[src/core/ssd_defines.svh]
// Bit positions, patterns and timing constants of the sensor diagnostic bytes.
`ifndef SSD_DEFINES_SVH
`define SSD_DEFINES_SVH

// ---------------------------------------------------------------------------
// Chain addressing
// ---------------------------------------------------------------------------
`define SSD_ADDR_W 5
`define SSD_ADDR_NONE 5'h00
`define SSD_BYTE_W 8
`define SSD_BYTE_ZERO 8'h00

// ---------------------------------------------------------------------------
// Request byte fields
// ---------------------------------------------------------------------------
`define SSD_REQ_FAIL_RESET 7

// ---------------------------------------------------------------------------
// Response byte fields
// ---------------------------------------------------------------------------
`define SSD_RSP_OUT_ON 0
`define SSD_RSP_ACT_OK 1
`define SSD_RSP_RSVD_LO 2
`define SSD_RSP_RSVD_HI 3
`define SSD_RSP_IN_OK 4
`define SSD_RSP_HYST 5
`define SSD_RSP_WARN 6
`define SSD_RSP_FAIL 7
`define SSD_RSP_RUN_PATTERN 8'h13

// ---------------------------------------------------------------------------
// Warning and failure diagnostic byte fields
// ---------------------------------------------------------------------------
`define SSD_DG_OUT_A 0
`define SSD_DG_OUT_B 1
`define SSD_DG_CROSS 2
`define SSD_DG_TEMP 3
`define SSD_DG_ACTUATOR 4
`define SSD_DG_INTERNAL 5
`define SSD_DG_LINK 6
`define SSD_DG_SPARE 7

// ---------------------------------------------------------------------------
// Switch-off delay after a warning fault
// ---------------------------------------------------------------------------
`define SSD_TMR_W 36
`define SSD_CLK_HZ 25000000
`define SSD_SEC_PER_MIN 60
`define SSD_WARN_TIMEOUT_MIN 30
`define SSD_WARN_TIMEOUT_CYC (36'(`SSD_WARN_TIMEOUT_MIN) * \
    36'(`SSD_SEC_PER_MIN) * 36'(`SSD_CLK_HZ))
`define SSD_TMR_ZERO 36'h0
`define SSD_TMR_ONE 36'h1

`endif

[src/core/ssd_pkg.sv]
// Types shared by the sensor diagnostic logic.
package ssd_pkg;

    // -----------------------------------------------------------------------
    // Operating states of the sensor
    // -----------------------------------------------------------------------
    typedef enum logic [1:0] {
        SSD_IDLE = 2'b00,
        SSD_RUN  = 2'b01,
        SSD_WARN = 2'b10,
        SSD_FAIL = 2'b11
    } ssd_state_type;

endpackage

[src/core/ssd_sensor.sv]
// Status, warning, failure and request byte logic of one chained sensor.
`timescale 1ns/1ps
`default_nettype none
`include "ssd_defines.svh"

module ssd_sensor
    import ssd_pkg::*;
#(
    parameter logic [`SSD_TMR_W-1:0] WARN_TIMEOUT_CYC = `SSD_WARN_TIMEOUT_CYC
) (
    input wire logic clk_sys_i,
    input wire logic rst_i,
    input wire logic [`SSD_ADDR_W-1:0] node_addr_i,
    input wire logic actuator_present_i,
    input wire logic actuator_coded_i,
    input wire logic hysteresis_i,
    input wire logic safety_in_a_i,
    input wire logic safety_in_b_i,
    input wire logic fault_out_a_i,
    input wire logic fault_out_b_i,
    input wire logic fault_cross_i,
    input wire logic fault_temp_i,
    input wire logic fault_actuator_i,
    input wire logic fault_internal_i,
    input wire logic link_fail_i,
    input wire logic serial_diag_input_i,
    input wire logic diag_return_i,
    input wire logic request_valid_i,
    input wire logic [`SSD_ADDR_W-1:0] request_addr_i,
    input wire logic [`SSD_BYTE_W-1:0] request_byte_i,
    output logic safety_out_a_o,
    output logic safety_out_b_o,
    output logic serial_diag_forward_o,
    output logic serial_diag_return_o,
    output logic [`SSD_BYTE_W-1:0] response_byte_o,
    output logic [`SSD_BYTE_W-1:0] warning_byte_o,
    output logic [`SSD_BYTE_W-1:0] failure_byte_o
);

    // -----------------------------------------------------------------------
    // Declarations
    // -----------------------------------------------------------------------
    ssd_state_type state_r;
    ssd_state_type state_nxt;
    logic actuated;
    logic inputs_ok;
    logic release_ok;
    logic warn_any;
    logic hard_fault;
    logic req_hit;
    logic fail_reset;
    logic tmr_run;
    logic tmr_expired;
    logic out_en_nxt;
    logic out_a_r;
    logic out_b_r;
    logic fwd_r;
    logic ret_r;
    logic [`SSD_BYTE_W-1:0] resp_r;
    logic [`SSD_BYTE_W-1:0] resp_nxt;
    logic [`SSD_BYTE_W-1:0] warn_r;
    logic [`SSD_BYTE_W-1:0] warn_nxt;
    logic [`SSD_BYTE_W-1:0] fail_r;
    logic [`SSD_BYTE_W-1:0] fail_cause;

    // -----------------------------------------------------------------------
    // Sensor conditions
    // -----------------------------------------------------------------------
    // A present target only counts when its coding is recognised.
    assign actuated = actuator_present_i && actuator_coded_i;
    // Upstream sensors permit operation only when both channels are live.
    assign inputs_ok = safety_in_a_i && safety_in_b_i;
    assign release_ok = actuated && inputs_ok;
    // Faults that start the switch-off delay rather than acting at once.
    assign warn_any = fault_out_a_i || fault_out_b_i || fault_cross_i ||
        fault_temp_i;
    // Faults that drop the enabling path immediately.
    assign hard_fault = fault_actuator_i || fault_internal_i;

    // -----------------------------------------------------------------------
    // Request byte intake
    // -----------------------------------------------------------------------
    // The gateway relays one byte per chain member; only the byte carrying
    // this sensor's address is taken. Address zero means unassigned, which
    // leaves the 31 usable addresses of a full chain.
    assign req_hit = request_valid_i && (node_addr_i != `SSD_ADDR_NONE) &&
        (request_addr_i == node_addr_i);
    assign fail_reset = req_hit &&
        request_byte_i[`SSD_REQ_FAIL_RESET];

    // -----------------------------------------------------------------------
    // Switch-off delay
    // -----------------------------------------------------------------------
    assign tmr_run = (state_r == SSD_WARN);

    ssd_fault_timer #(
        .LIMIT_CYC(WARN_TIMEOUT_CYC)
    ) u_fault_timer (
        .clk_sys_i(clk_sys_i),
        .rst_i(rst_i),
        .run_i(tmr_run),
        .expired_o(tmr_expired)
    );

    // -----------------------------------------------------------------------
    // Operating state
    // -----------------------------------------------------------------------
    // Hard faults win over everything; a failure only leaves on an explicit
    // reset command once no fault is left, so a fault present in the same
    // cycle as the command keeps the failure latched.
    always_comb begin
        state_nxt = state_r;
        unique case (state_r)
            SSD_IDLE: begin
                if (hard_fault) begin
                    state_nxt = SSD_FAIL;
                end else if (warn_any) begin
                    state_nxt = SSD_WARN;
                end else if (release_ok) begin
                    state_nxt = SSD_RUN;
                end
            end
            SSD_RUN: begin
                if (hard_fault) begin
                    state_nxt = SSD_FAIL;
                end else if (warn_any) begin
                    state_nxt = SSD_WARN;
                end else if (!release_ok) begin
                    state_nxt = SSD_IDLE;
                end
            end
            SSD_WARN: begin
                if (hard_fault || tmr_expired) begin
                    state_nxt = SSD_FAIL;
                end else if (!warn_any) begin
                    state_nxt = release_ok ? SSD_RUN : SSD_IDLE;
                end
            end
            SSD_FAIL: begin
                if (fail_reset && !hard_fault && !warn_any) begin
                    state_nxt = SSD_IDLE;
                end
            end
        endcase
    end

    always_ff @(posedge clk_sys_i) begin
        if (rst_i) begin
            state_r <= SSD_IDLE;
        end else begin
            state_r <= state_nxt;
        end
    end

    // -----------------------------------------------------------------------
    // Safety outputs
    // -----------------------------------------------------------------------
    // Both channels switch together from one enable; the outputs stay on
    // during the warning delay to allow a controlled stop of the machine.
    assign out_en_nxt = release_ok &&
        ((state_nxt == SSD_RUN) || (state_nxt == SSD_WARN));

    always_ff @(posedge clk_sys_i) begin
        if (rst_i) begin
            out_a_r <= 1'b0;
            out_b_r <= 1'b0;
        end else begin
            out_a_r <= out_en_nxt;
            out_b_r <= out_en_nxt;
        end
    end

    assign safety_out_a_o = out_a_r;
    assign safety_out_b_o = out_b_r;

    // -----------------------------------------------------------------------
    // Serial diagnostic chain
    // -----------------------------------------------------------------------
    // The diagnostic line is retimed, not interpreted, on its way through
    // the chain; each sensor adds one cycle of latency in each direction.
    always_ff @(posedge clk_sys_i) begin
        if (rst_i) begin
            fwd_r <= 1'b0;
            ret_r <= 1'b0;
        end else begin
            fwd_r <= serial_diag_input_i;
            ret_r <= diag_return_i;
        end
    end

    assign serial_diag_forward_o = fwd_r;
    assign serial_diag_return_o = ret_r;

    // -----------------------------------------------------------------------
    // Response byte
    // -----------------------------------------------------------------------
    // Built from the next state so the byte and the outputs change together.
    always_comb begin
        resp_nxt = `SSD_BYTE_ZERO;
        resp_nxt[`SSD_RSP_OUT_ON] = out_en_nxt;
        resp_nxt[`SSD_RSP_ACT_OK] = actuated;
        resp_nxt[`SSD_RSP_RSVD_LO] = 1'b0;
        resp_nxt[`SSD_RSP_RSVD_HI] = 1'b0;
        resp_nxt[`SSD_RSP_IN_OK] = actuated && inputs_ok;
        resp_nxt[`SSD_RSP_HYST] = out_en_nxt && hysteresis_i &&
            (state_nxt == SSD_RUN);
        resp_nxt[`SSD_RSP_WARN] = (state_nxt == SSD_WARN);
        resp_nxt[`SSD_RSP_FAIL] = (state_nxt == SSD_FAIL);
    end

    // -----------------------------------------------------------------------
    // Warning and failure bytes
    // -----------------------------------------------------------------------
    // Warning byte mirrors live faults other than the actuator fault so the controller sees them clear.
    always_comb begin
        warn_nxt = `SSD_BYTE_ZERO;
        warn_nxt[`SSD_DG_OUT_A] = fault_out_a_i;
        warn_nxt[`SSD_DG_OUT_B] = fault_out_b_i;
        warn_nxt[`SSD_DG_CROSS] = fault_cross_i;
        warn_nxt[`SSD_DG_TEMP] = fault_temp_i;
        warn_nxt[`SSD_DG_INTERNAL] = fault_internal_i;
        warn_nxt[`SSD_DG_LINK] = link_fail_i;
    end

    // Causes that may take part in a failure, in failure byte layout.
    always_comb begin
        fail_cause = `SSD_BYTE_ZERO;
        fail_cause[`SSD_DG_OUT_A] = fault_out_a_i;
        fail_cause[`SSD_DG_OUT_B] = fault_out_b_i;
        fail_cause[`SSD_DG_CROSS] = fault_cross_i;
        fail_cause[`SSD_DG_TEMP] = fault_temp_i;
        fail_cause[`SSD_DG_ACTUATOR] = fault_actuator_i;
        fail_cause[`SSD_DG_INTERNAL] = fault_internal_i;
    end

    // The response and warning bytes refresh every cycle without being asked for.
    always_ff @(posedge clk_sys_i) begin
        if (rst_i) begin
            resp_r <= `SSD_BYTE_ZERO;
            warn_r <= `SSD_BYTE_ZERO;
        end else begin
            resp_r <= resp_nxt;
            warn_r <= warn_nxt;
        end
    end

    // The failure byte is sticky: it keeps the causes of a failure after the
    // fault inputs calm down, so the controller can read why the outputs
    // dropped. Causes are ORed in only while the next state is SSD_FAIL; any other next state clears the byte.
    always_ff @(posedge clk_sys_i) begin
        if (rst_i) begin
            fail_r <= `SSD_BYTE_ZERO;
        end else if (state_nxt == SSD_FAIL) begin
            fail_r <= fail_r | fail_cause;
        end else begin
            fail_r <= `SSD_BYTE_ZERO;
        end
    end

    assign response_byte_o = resp_r;
    assign warning_byte_o = warn_r;
    assign failure_byte_o = fail_r;

    // -----------------------------------------------------------------------
    // Assertions
    // -----------------------------------------------------------------------
    a_resp_reserved_zero: assert property (@(posedge clk_sys_i)
        disable iff (rst_i)
        response_byte_o[`SSD_RSP_RSVD_HI:`SSD_RSP_RSVD_LO] == 2'b00)
        else $error("Reserved response bits are not zero.");

    a_outs_match_bit: assert property (@(posedge clk_sys_i)
        disable iff (rst_i)
        (safety_out_a_o == response_byte_o[`SSD_RSP_OUT_ON]) &&
        (safety_out_b_o == safety_out_a_o))
        else $error("Safety outputs disagree with response bit 0.");

    a_fail_outputs_off: assert property (@(posedge clk_sys_i)
        disable iff (rst_i)
        response_byte_o[`SSD_RSP_FAIL] |->
        (!safety_out_a_o && !safety_out_b_o &&
        (state_r == SSD_FAIL)))
        else $error("Outputs on while failure is reported.");

    a_warn_bit_state: assert property (@(posedge clk_sys_i)
        disable iff (rst_i)
        response_byte_o[`SSD_RSP_WARN] == (state_r == SSD_WARN))
        else $error("Warning bit does not track the warning state.");

    a_no_actuator_zero: assert property (@(posedge clk_sys_i)
        disable iff (rst_i)
        (!actuator_present_i && !warn_any && !hard_fault &&
        (state_r != SSD_FAIL)) |=>
        (response_byte_o == `SSD_BYTE_ZERO) && !safety_out_a_o)
        else $error("Response not zero with no actuator present.");

    a_released_pattern: assert property (@(posedge clk_sys_i)
        disable iff (rst_i)
        ((state_r == SSD_RUN) && release_ok && !hysteresis_i &&
        !warn_any && !hard_fault) |=>
        (response_byte_o == `SSD_RSP_RUN_PATTERN) && safety_out_b_o)
        else $error("Released sensor response pattern is wrong.");

    a_warn_to_fail: assert property (@(posedge clk_sys_i)
        disable iff (rst_i)
        ((state_r == SSD_WARN) && tmr_expired) |=>
        ((state_r == SSD_FAIL) && !safety_out_a_o))
        else $error("Expired warning did not switch the outputs off.");

    a_fail_reset_ok: assert property (@(posedge clk_sys_i)
        disable iff (rst_i)
        ((state_r == SSD_FAIL) && fail_reset && !warn_any &&
        !hard_fault) |=> ((state_r == SSD_IDLE) &&
        !response_byte_o[`SSD_RSP_FAIL]))
        else $error("Failure reset command was not obeyed.");

    a_fail_holds: assert property (@(posedge clk_sys_i)
        disable iff (rst_i)
        ((state_r == SSD_FAIL) && !fail_reset) |=> (state_r == SSD_FAIL))
        else $error("Failure left without a reset command.");

    a_chain_forward: assert property (@(posedge clk_sys_i)
        disable iff (rst_i)
        $rose(serial_diag_input_i) |=> serial_diag_forward_o)
        else $error("Diagnostic line not passed to the next sensor.");

    a_link_warn_bit: assert property (@(posedge clk_sys_i)
        disable iff (rst_i)
        link_fail_i |=> warning_byte_o[`SSD_DG_LINK])
        else $error("Gateway link failure not flagged.");

    a_hard_fault_fast: assert property (@(posedge clk_sys_i)
        disable iff (rst_i)
        fault_actuator_i |=> (response_byte_o[`SSD_RSP_FAIL] &&
        failure_byte_o[`SSD_DG_ACTUATOR]))
        else $error("Actuator fault did not latch a failure.");

    a_inputs_bit: assert property (@(posedge clk_sys_i)
        disable iff (rst_i)
        (actuated && !inputs_ok) |=> !response_byte_o[`SSD_RSP_IN_OK])
        else $error("Input bit set with a chained channel off.");

endmodule
`default_nettype wire

[src/core/ssd_fault_timer.sv]
// Switch-off delay counter that runs while a warning fault is pending.
`timescale 1ns/1ps
`default_nettype none
`include "ssd_defines.svh"

module ssd_fault_timer #(
    parameter logic [`SSD_TMR_W-1:0] LIMIT_CYC = `SSD_WARN_TIMEOUT_CYC
) (
    input wire logic clk_sys_i,
    input wire logic rst_i,
    input wire logic run_i,
    output logic expired_o
);

    logic [`SSD_TMR_W-1:0] cnt_r;

    // -----------------------------------------------------------------------
    // Counter
    // -----------------------------------------------------------------------
    // Restarts from zero whenever the warning goes away, so a new fault gets
    // the full delay; the count saturates to avoid wrapping back to safe.
    always_ff @(posedge clk_sys_i) begin
        if (rst_i || !run_i) begin
            cnt_r <= `SSD_TMR_ZERO;
        end else if (!expired_o) begin
            cnt_r <= cnt_r + `SSD_TMR_ONE;
        end
    end

    // Expiry one cycle early so the registered outputs drop within the limit.
    assign expired_o = run_i && (cnt_r >= LIMIT_CYC - `SSD_TMR_ONE);

    a_timer_bound: assert property (@(posedge clk_sys_i)
        disable iff (rst_i) cnt_r <= LIMIT_CYC)
        else $error("Switch-off delay counter ran past its limit.");

endmodule
`default_nettype wire

[config.mk]
export PLATFORM = sky130hd
export DESIGN_NAME = ssd_sensor
export DESIGN_NICKNAME = d
export VERILOG_FILES = /design/src/core/ssd_pkg.sv /design/src/core/ssd_sensor.sv /design/src/core/ssd_fault_timer.sv
export VERILOG_INCLUDE_DIRS = /design/src /design/src/core
export SDC_FILE = /design/constraint.sdc
export NUM_CORES = 1
export LEC_CHECK = 0
export ABC_CLOCK_PERIOD_IN_PS = 2700
export BUFFER_PORTS_ARGS = -buffer_cell sky130_fd_sc_hd__buf_2
export CAP_MARGIN = 20
export CORE_UTILIZATION = 30
export DETAILED_ROUTE_END_ITERATION = 8
export SETUP_SLACK_MARGIN = 0.4
export SYNTH_ARGS = -nofsm -noshare
export SYNTH_HDL_FRONTEND = slang
export SYNTH_SLANG_ARGS = --single-unit
[constraint.sdc]
create_clock -name clk_sys_i -period 2.7 [get_ports clk_sys_i]
set_clock_uncertainty 0.1 [all_clocks]
set_input_delay 0.81 -clock clk_sys_i [delete_from_list [all_inputs] [get_ports clk_sys_i]]
set_output_delay 0.81 -clock clk_sys_i [all_outputs]
set_load 0.05 [all_outputs]
==> results of run 1 <==
cells in the mapped netlist (all sizes together), types with 2 or more instances:
library cell and number:
dfxtp 58, nor2 33, nand2 26, a21oi 24, or3 20, o21ai 17, or4 15, nand3 14
buf 11, nand4 11, clkbuf 9, nor2b 9, inv 8, nor3 8, o31ai 8, o21a 6
ha 4, mux2i 4, o211ai 4, xor2 4, and4 3, nand2b 3, nor4 3, xnor2 3
a21o 2, a31oi 2
kinds of logic (layout without fill, tap and decap cells):
family	Yosys count	in the layout	synth area share [%]
and+or+nand+nor	152	152	30.5
xor gates and xnor gates	7	7	2.27
adders and majority gates	4	4	1.85
buffers and inverters	28	100	5.19
muxes	4	4	1.48
DFF	58	58	43.0
other	1	6	0.139
AOI/OAI and AO/OA	68	68	15.6
area by class of cell:
type	instances	area, µm²
inverter	8	30.0
sequential	58	1170
clock inverter	5	77.6
fill	837	4960
tap	108	135
multi-input combinational	241	1660
timing repair buffer	76	547
clock buffer	11	141
flip-flops by register name, summed over array words and instances (netlist names):
register and count:
state_r 2, serial_diag_return_o 1, u_fault_timer.cnt_r 36, serial_diag_forward_o 1, response_byte_o 6, warning_byte_o 6, failure_byte_o 6
worst paths after layout:
check / startpoint / to / depth (start not counted)
max: node_addr_i[0] / response_byte_o[5] / 9
min: failure_byte_o[5] / failure_byte_o[5] / 2
max reg2reg: u_fault_timer.cnt_r[0] / response_byte_o[5] / 9
min reg2reg: failure_byte_o[5] / failure_byte_o[5] / 2
power by group:
group          switching, mW  leakage [nW]  total, mW  internal [mW]
clock network          0.348         0.109      0.889          0.542
logic                  0.137         0.847      0.200         0.0635
registers            0.00836         0.477      0.883          0.875
worst register-to-register path, cell delays in order, from the launching register on:
cell and delay [ns]:
dfxtp_2 0.36, ha_2 0.20, nand4_1 0.14, nand2b_4 0.19
a211o_4 0.38, a31oi_2 0.26, o22ai_4 0.12, ha_4 0.27
nor3_4 0.17, and3_1 0.16
per-stage QoR:
stage | cell area, µm² | setup slack (ns) | setup TNS, ns | std cells
after detailed placement | 3150 | -0.0926 | -0.602 | 480
after global placement | 3150 | -0.0544 | -0.373 | 480
final | 3760 | 0.292 | 0 | 507
after global routing | 3760 | 0.185 | 0 | 507
after CTS | 3580 | 0.321 | 0 | 504
after floorplan | 2750 | 0.154 | 0 | 327
timing repair:
action                                  CTS  global route
cloned                                    2             0
endpoints found under the setup margin   36            37
gates resized for setup                  18            39
pin swaps                                11            22
buffers inserted                          6             3
layer usage:
layer / global-route usage [%] / routed length [µm] / share of wire [%]
met3: 2.82 / 162 / 2.3
met5: 0 / 0 / 0
met2: 25.0 / 3350 / 48
met1: 19.2 / 3240 / 47
met4: 7.81 / 195 / 2.8
cells in the final DEF (no fill, tap or decap), types with 6 or more instances in the layout:
| cell type | count |
|---|---|
| or4_4 | 6 |
| dfxtp_1 | 49 |
| or3_1 | 19 |
| nand3_1 | 14 |
| nand2_1 | 25 |
| o21a_1 | 6 |
| nor2b_1 | 9 |
| clkbuf_8 | 10 |
| o21ai_0 | 16 |
| nor2_1 | 29 |
| buf_2 | 45 |
| a21oi_1 | 19 |
| buf_4 | 22 |
| dfxtp_2 | 9 |
| nand4_1 | 10 |
| o31ai_1 | 7 |
| conb_1 | 6 |
| or4_1 | 9 |
==> flow_summary.toml, run 1 <==
[routing]
dr.pass1.iters = 4
wl_mm = 6.94
drt-wirelength-per-cell_um = 13.7
drtAntennaViolNets = 0
drt_iter0_drc = 139
via_per_inst = 5.13
vias = 2599
drcViolationCount = 0

[sta]
maxSlewViolCount = 0
fin_crit_sh_pct = 89.2
rsz0062_at_grt = "true"
finalHoldViolations = 0
fmax_ghz = 0.415
layout_min_cycle_time_ns = 2.41
whs_ns = 0.368
slew_headroom_pct = 64.3
setup_viol_count_final = 0
tightest_slew_ns = 0.535

[clock_network]
tritoncts = "yes"
clk_path_buf_depth = 2
cts_inserted_buffers = 9
cts-root-buf = "clkbuf_8"
htree_levels = 3
hold_buffers = 0
clk_pin_slew_ns = 0.07
insertion_delay_ns = 0.34
clkSinkCount = 58

[worst_setup_path]
crit_path_max_fanout = 2
crit_family = "simple AND/OR/NAND/NOR gates"
worstPathBufferInverterCount = 2
end_kind = "flip-flop"
rrSetupSlack_ns = 0.30
cp_slowest_cell = "or4_4"
cpPeakStageDelay_ns = 0.59
crit_chain = "buf_6 -> xnor2_1 -> nand3_1 -> or4_4 -> a31oi_4 -> inv_2 -> ha_4 -> nor3_4 -> and3_1"
startpoint_type = "primary input"
crit_arrival_ns = 2.59
cp.required_ns = 2.88
critPathKind = "in -> reg"

[flow_run]
cap_violations = 0

[global_route]
antenna_found_initial = 0
track_usage_pct = 15.3
grt_pass1_vias = 2474
grt_max_degree = 21
grt_overflow = 0
grt_pass1_wl_mm = 11.7

[yosys]
synth-edff-count = 0
ys_async_sr_fraction_pct = 0
ys_ff_latch = 58
yosysTopAreaCell = "dfxtp_1"
ys_warn_count = 0
yosys.area.top_type_share_pct = 43.0
synth_area_mm2 = 0.00270
ys_types = 46
synthFlopType = "dfxtp_1"
ys_seq_area_share_pct = 43.0
postSynthCellCount = 322
avgSynthCellArea_um2 = 8.39
synth_area_leaders = "dfxtp_1, or3_1, nor2_1, a21oi_1, nand2_1"

[die]
initial_core_util_pct = 31.0
num_rows = 34
die_w_um = 96.9
dieHeight_um = 96.9
ios = 63
dieArea_mm2 = 0.00939
core_mm2 = 0.00872

[power]
power.leakage_nw = 1.43
ir_worst_vdd_mv = 0.273
total_power_mw = 1.97
p_per_area_mw_per_mm2 = 525

[layout]
final_nets = 433
area_growth_pct = 39.1
antenna_cells = 0
drive_gt1_share_pct = 35.6
final_core_util_pct = 43.1

[worst_hold_path]
worstHoldPathType = "reg -> reg"

[placed_design]
hpwl_mm = 4.45
gp_congestion = 0.752
port_buffers = 49

[status]
status = "completed"
(Power assumes the default switching activity.)
==> run 2: changes to the inputs <==
Settings changed: CORE_ASPECT_RATIO from default to 1.2.
==> flow_summary.toml, run 2 (same netlist as run 1, synthesis figures left out) <==
[worst_setup_path]
worstPathBufferInverterCount = 2
crit_path_max_fanout = 2
crit_chain = "buf_2 -> xnor2_2 -> nand3_1 -> or4_4 -> a31oi_4 -> inv_2 -> ha_4 -> nor3_4 -> and3_1"
crit_family = "simple AND/OR/NAND/NOR gates"
critPathKind = "in -> reg"
crit_start = "node_addr_i[3]"
r2r-start = "u_fault_timer.cnt_r[10]"
cp.required_ns = 2.87
cp_slowest_cell = "or4_4"
end_kind = "flip-flop"
startpoint_type = "primary input"
crit_arrival_ns = 2.59
cpPeakStageDelay_ns = 0.58

[routing]
drcViolationCount = 0
drtAntennaViolNets = 0
via_per_inst = 5.15
drt-wirelength-per-cell_um = 14.1
drt_iter0_drc = 173
wl_mm = 7.38
dr.pass1.iters = 4
vias = 2692

[sta]
fmax_ghz = 0.414
rsz0062_at_grt = "true"
layout_min_cycle_time_ns = 2.42
finalHoldViolations = 0
fin_crit_sh_pct = 89.5
setup_viol_count_final = 0
maxSlewViolCount = 0
fin_ws_ns = 0.284

[flow_run]
cap_violations = 0

[power]
ir_worst_vdd_mv = 0.329
p_int_mw = 1.48
power_switching_mw = 0.494
clkPwrFrac_pct = 45.3
p_per_area_mw_per_mm2 = 502
switching_share_pct = 25.1
seq_power_share_pct = 44.7
power.leakage_nw = 1.49
combPwrFrac_pct = 10.0

[die]
dieArea_mm2 = 0.00939
die_w_um = 88.6
ios = 63
initial_core_util_pct = 31.2
dieHeight_um = 106
num_rows = 37
core_mm2 = 0.00866

[status]
status = "completed"

[global_route]
track_usage_pct = 15.8
antenna_found_initial = 0
grt_max_degree = 26
grt_pass1_vias = 2583
grt_pass1_wl_mm = 11.7
grt_overflow = 0

[placed_design]
port_buffers = 49
place_worst_setup_slack_ns = -0.104
dp_cells = 488
hpwl_mm = 4.47
gp_congestion = 0.758

[layout]
final_cell_mix = "dfxtp_1, buf_2, nor2_1, buf_4, nand2_1"
fillers = 827
final_nets = 440
largest_reg_flops = 36
multi_input_area_mm2 = 0.00170
drive_gt1_share_pct = 40.1
final_core_util_pct = 45.3
fin_cells = 523
area_growth_pct = 45.2
regMostFlops = "u_fault_timer.cnt_r"
register_area_mm2 = 0.00119
final_common_cell = "dfxtp_1"
antenna_cells = 0

[clock_network]
clk_pin_slew_ns = 0.06
insertion_delay_ns = 0.33
htree_levels = 3
cts_inserted_buffers = 9
tritoncts = "yes"
clk_path_buf_depth = 2
clkSinkCount = 58
cts-root-buf = "clkbuf_8"

[worst_hold_path]
worstHoldPathType = "reg -> reg"
hp-start = "failure_byte_o[1]"
[run 2: cell types whose count changed in the layout (fill, tap and decap cells not counted), moves of 2 or more]
cell       previous run  this run
a21oi_1              19        14
a21oi_2               4         9
buf_2                45        43
buf_4                22        27
clkbuf_16             0         3
dfxtp_1              49        46
dfxtp_4               0         4
nor2_1               29        33
nor2_2                4         0
or3_1                19        17
or3_4                 1         3
or4_1                 9         2
or4_4                 6        13
[run 2: final timing paths]
| path | slack (ns) | end | depth (start not counted) |
|---|---|---|---|
| max reg2reg | 0.31 | response_byte_o[5] | 9 |
| min reg2reg | 0.37 | failure_byte_o[1] | 2 |
| max | 0.28 | response_byte_o[5] | 9 |
| min | 0.37 | failure_byte_o[1] | 2 |
[run 2: power by group through the flow]
stage               combinational [mW]  sequential (mW)  clock, mW
floorplan                       0.0697            0.957          0
global placement                 0.177            0.901          0
detailed placement               0.179            0.902          0
CTS                              0.186            0.884      0.911
global route                     0.211            0.882      0.952
finish                           0.198            0.880      0.892
[run 2: metal layers]
metal | part of all wire (%) | vias up | global-route usage [%]
met5 | 0 | - | 0
met4 | 1.6 | 0 | 5.88
met3 | 7.3 | 16 | 5.36
met2 | 51 | 94 | 26.2
met1 | 41 | 1269 | 18.5
li1 | - | 1313 | -
[run 2: metrics by stage]
stage | TNS, ns | hold slack [ns] | total power, mW | cell area [µm²]
finish | 0 | 0.375 | 1.97 | 3930
detailed placement | -0.752 | 0.366 | 1.08 | 3160
global route | 0 | 0.400 | 2.04 | 3930
floorplan | 0 | 0.361 | 1.03 | 2750
global placement | -0.417 | 0.356 | 1.08 | 3160
CTS | 0 | 0.376 | 1.98 | 3600
[run 2: repair_timing]
item / CTS / global route
endpoints found under the setup margin: 37 / 39
pin swaps: 4 / 46
hold buffers: 0 / 0
hold endpoints to repair: 0 / 0
gates cloned: 2 / 4
resized for setup: 27 / 51
buffers inserted: 5 / 8
[run 2: cell type report]
cell class	count	share of cell area, %
multi-input combinational	241	43.3
sequential	58	30.2
timing repair buffer	83	16.4
tap	117	3.73
clock buffer	11	3.60
clock inverter	5	1.98
inverter	8	0.765
[run 2: tightest hold or removal path, delay by kind of cell (launching register included)]
kind | cells | cell delay [ns]
and+or+nand+nor | 2 | 0.13
DFF | 1 | 0.31
==> run 3: changes to the inputs <==
Settings changed: CTS_BUF_LIST from default to sky130_fd_sc_hd__clkbuf_4 sky130_fd_sc_hd__clkbuf_8.
==> flow_summary.toml, run 3 (same netlist as run 1, synthesis figures left out) <==
[status]
status = "completed"

[worst_setup_path]
crit_chain = "buf_2 -> xnor2_2 -> nand3_1 -> or4_4 -> a31oi_4 -> inv_2 -> ha_4 -> nor3_4 -> and3_1"
critPathKind = "in -> reg"
r2r-end = "response_byte_o[5]"
crit_path_max_fanout = 2
end_kind = "flip-flop"
rr_worst_depth = 9
r2r-start = "u_fault_timer.cnt_r[10]"
worstPathBufferInverterCount = 2
startpoint_type = "primary input"
cpPeakStageDelay_ns = 0.58
path_depth = 9
cp_slowest_cell = "or4_4"
crit_arrival_ns = 2.58
crit_family = "simple AND/OR/NAND/NOR gates"
cp.required_ns = 2.87
rrSetupSlack_ns = 0.31

[layout]
final_core_util_pct = 45.4
final_cell_mix = "dfxtp_1, buf_2, nor2_1, buf_4, nand2_1"
final_nets = 440
drive_gt1_share_pct = 40.4
final_common_cell = "dfxtp_1"
fin_cells = 523
regMostFlops = "u_fault_timer.cnt_r"
area_growth_pct = 45.4
fillers = 825
antenna_cells = 0
largest_reg_flops = 36

[power]
p_per_area_mw_per_mm2 = 503
ir_worst_vdd_mv = 0.331
power.leakage_nw = 1.50
total_power_mw = 1.98

[sta]
maxSlewViolCount = 0
layout_min_cycle_time_ns = 2.41
fin_crit_sh_pct = 89.4
fmax_ghz = 0.414
finalHoldViolations = 0
rsz0062_at_grt = "true"
setup_viol_count_final = 0
fin_ws_ns = 0.286

[global_route]
grt_max_degree = 26
antenna_found_initial = 0
grt_pass1_wl_mm = 11.7
grt_overflow = 0
grt_pass1_vias = 2589
track_usage_pct = 15.8

[die]
ios = 63
dieArea_mm2 = 0.00939
num_rows = 37
core_mm2 = 0.00866
dieHeight_um = 106
initial_core_util_pct = 31.2
die_w_um = 88.6

[clock_network]
tritoncts = "yes"
clk_path_buf_depth = 2
htree_levels = 3
insertion_delay_ns = 0.33
cts_inserted_buffers = 9
clkSinkCount = 58
cts-root-buf = "clkbuf_8"
clk_pin_slew_ns = 0.06

[placed_design]
place_worst_setup_slack_ns = -0.104
gp_congestion = 0.758
hpwl_mm = 4.47
port_buffers = 49
dp_cells = 488

[worst_hold_path]
hp-start = "failure_byte_o[1]"
whs_path_depth = 2
worstHoldPathType = "reg -> reg"
min_to = "failure_byte_o[1]"

[flow_run]
cap_violations = 0

[routing]
via_per_inst = 5.11
vias = 2673
drtAntennaViolNets = 0
dr.pass1.iters = 4
drt_iter0_drc = 159
drcViolationCount = 0
wl_mm = 7.30
drt-wirelength-per-cell_um = 14.0
-- run 3: how the worst max path moves through the flow --
stage	start	endpoint	slack [ns]
after floorplan	fault_out_a_i	response_byte_o[5]	0.15
after global placement	node_addr_i[3]	failure_byte_o[2]	-0.06
after detailed placement	fault_out_a_i	failure_byte_o[5]	-0.10
after CTS	u_fault_timer.cnt_r[10]	u_fault_timer.cnt_r[15]	0.31
after global routing	request_addr_i[0]	response_byte_o[5]	0.23
final	node_addr_i[3]	response_byte_o[5]	0.29
-- run 3: layout make-up --
cell class	instances	area (µm²)	area share (%)
clock buffers	11	145	3.69
clock inverters	5	77.6	1.97
inverters	8	30.0	0.764
multi-input cells	241	1700	43.3
flip-flops and latches	58	1190	30.2
well taps	117	146	3.73
repair buffers	83	643	16.4
-- run 3: power by group --
group          internal, mW  total (mW)  leakage, nW  switching, mW
Sequential            0.870       0.880        0.480        0.00920
Clock                 0.552       0.898        0.113          0.346
Combinational        0.0635       0.198        0.904          0.134
-- run 3: worst register-to-register path, stage by stage, from the launching register on --
cell and delay, ns:
dfxtp_4 0.36, or4_4 0.52, nor3_4 0.20, a211o_4 0.22, nand3_2 0.11, a31oi_4 0.16, inv_2 0.07, ha_4 0.24
nor3_4 0.17, and3_1 0.17
-- run 3: repair_timing --
item	in CTS	in global routing
pin swaps	4	46
gates resized for setup	27	51
hold buffers	0	0
cloned	2	4
endpoints found under the setup margin	37	39
setup buffers	5	8
-- run 3: metrics by stage --
| stage | hold WS [ns] | setup TNS (ns) | instance area (µm²) |
|---|---|---|---|
| 6_report | 0.375 | 0 | 3930 |
| 5_1_grt | 0.400 | 0 | 3930 |
| 4_1_cts | 0.376 | 0 | 3600 |
| 3_5_place_dp | 0.366 | -0.752 | 3160 |
| 3_3_place_gp | 0.356 | -0.417 | 3160 |
| 2_1_floorplan | 0.361 | 0 | 2750 |
-- run 3: layer usage --
layer  global-route usage [%]  vias to the layer above  part of all wire, %
met5                        0                        -                    0
li1                         -                     1316                    -
met2                     26.3                       88                   52
met3                     5.36                       10                  7.3
met1                     18.5                     1259                   40
met4                     5.88                        0                  1.1
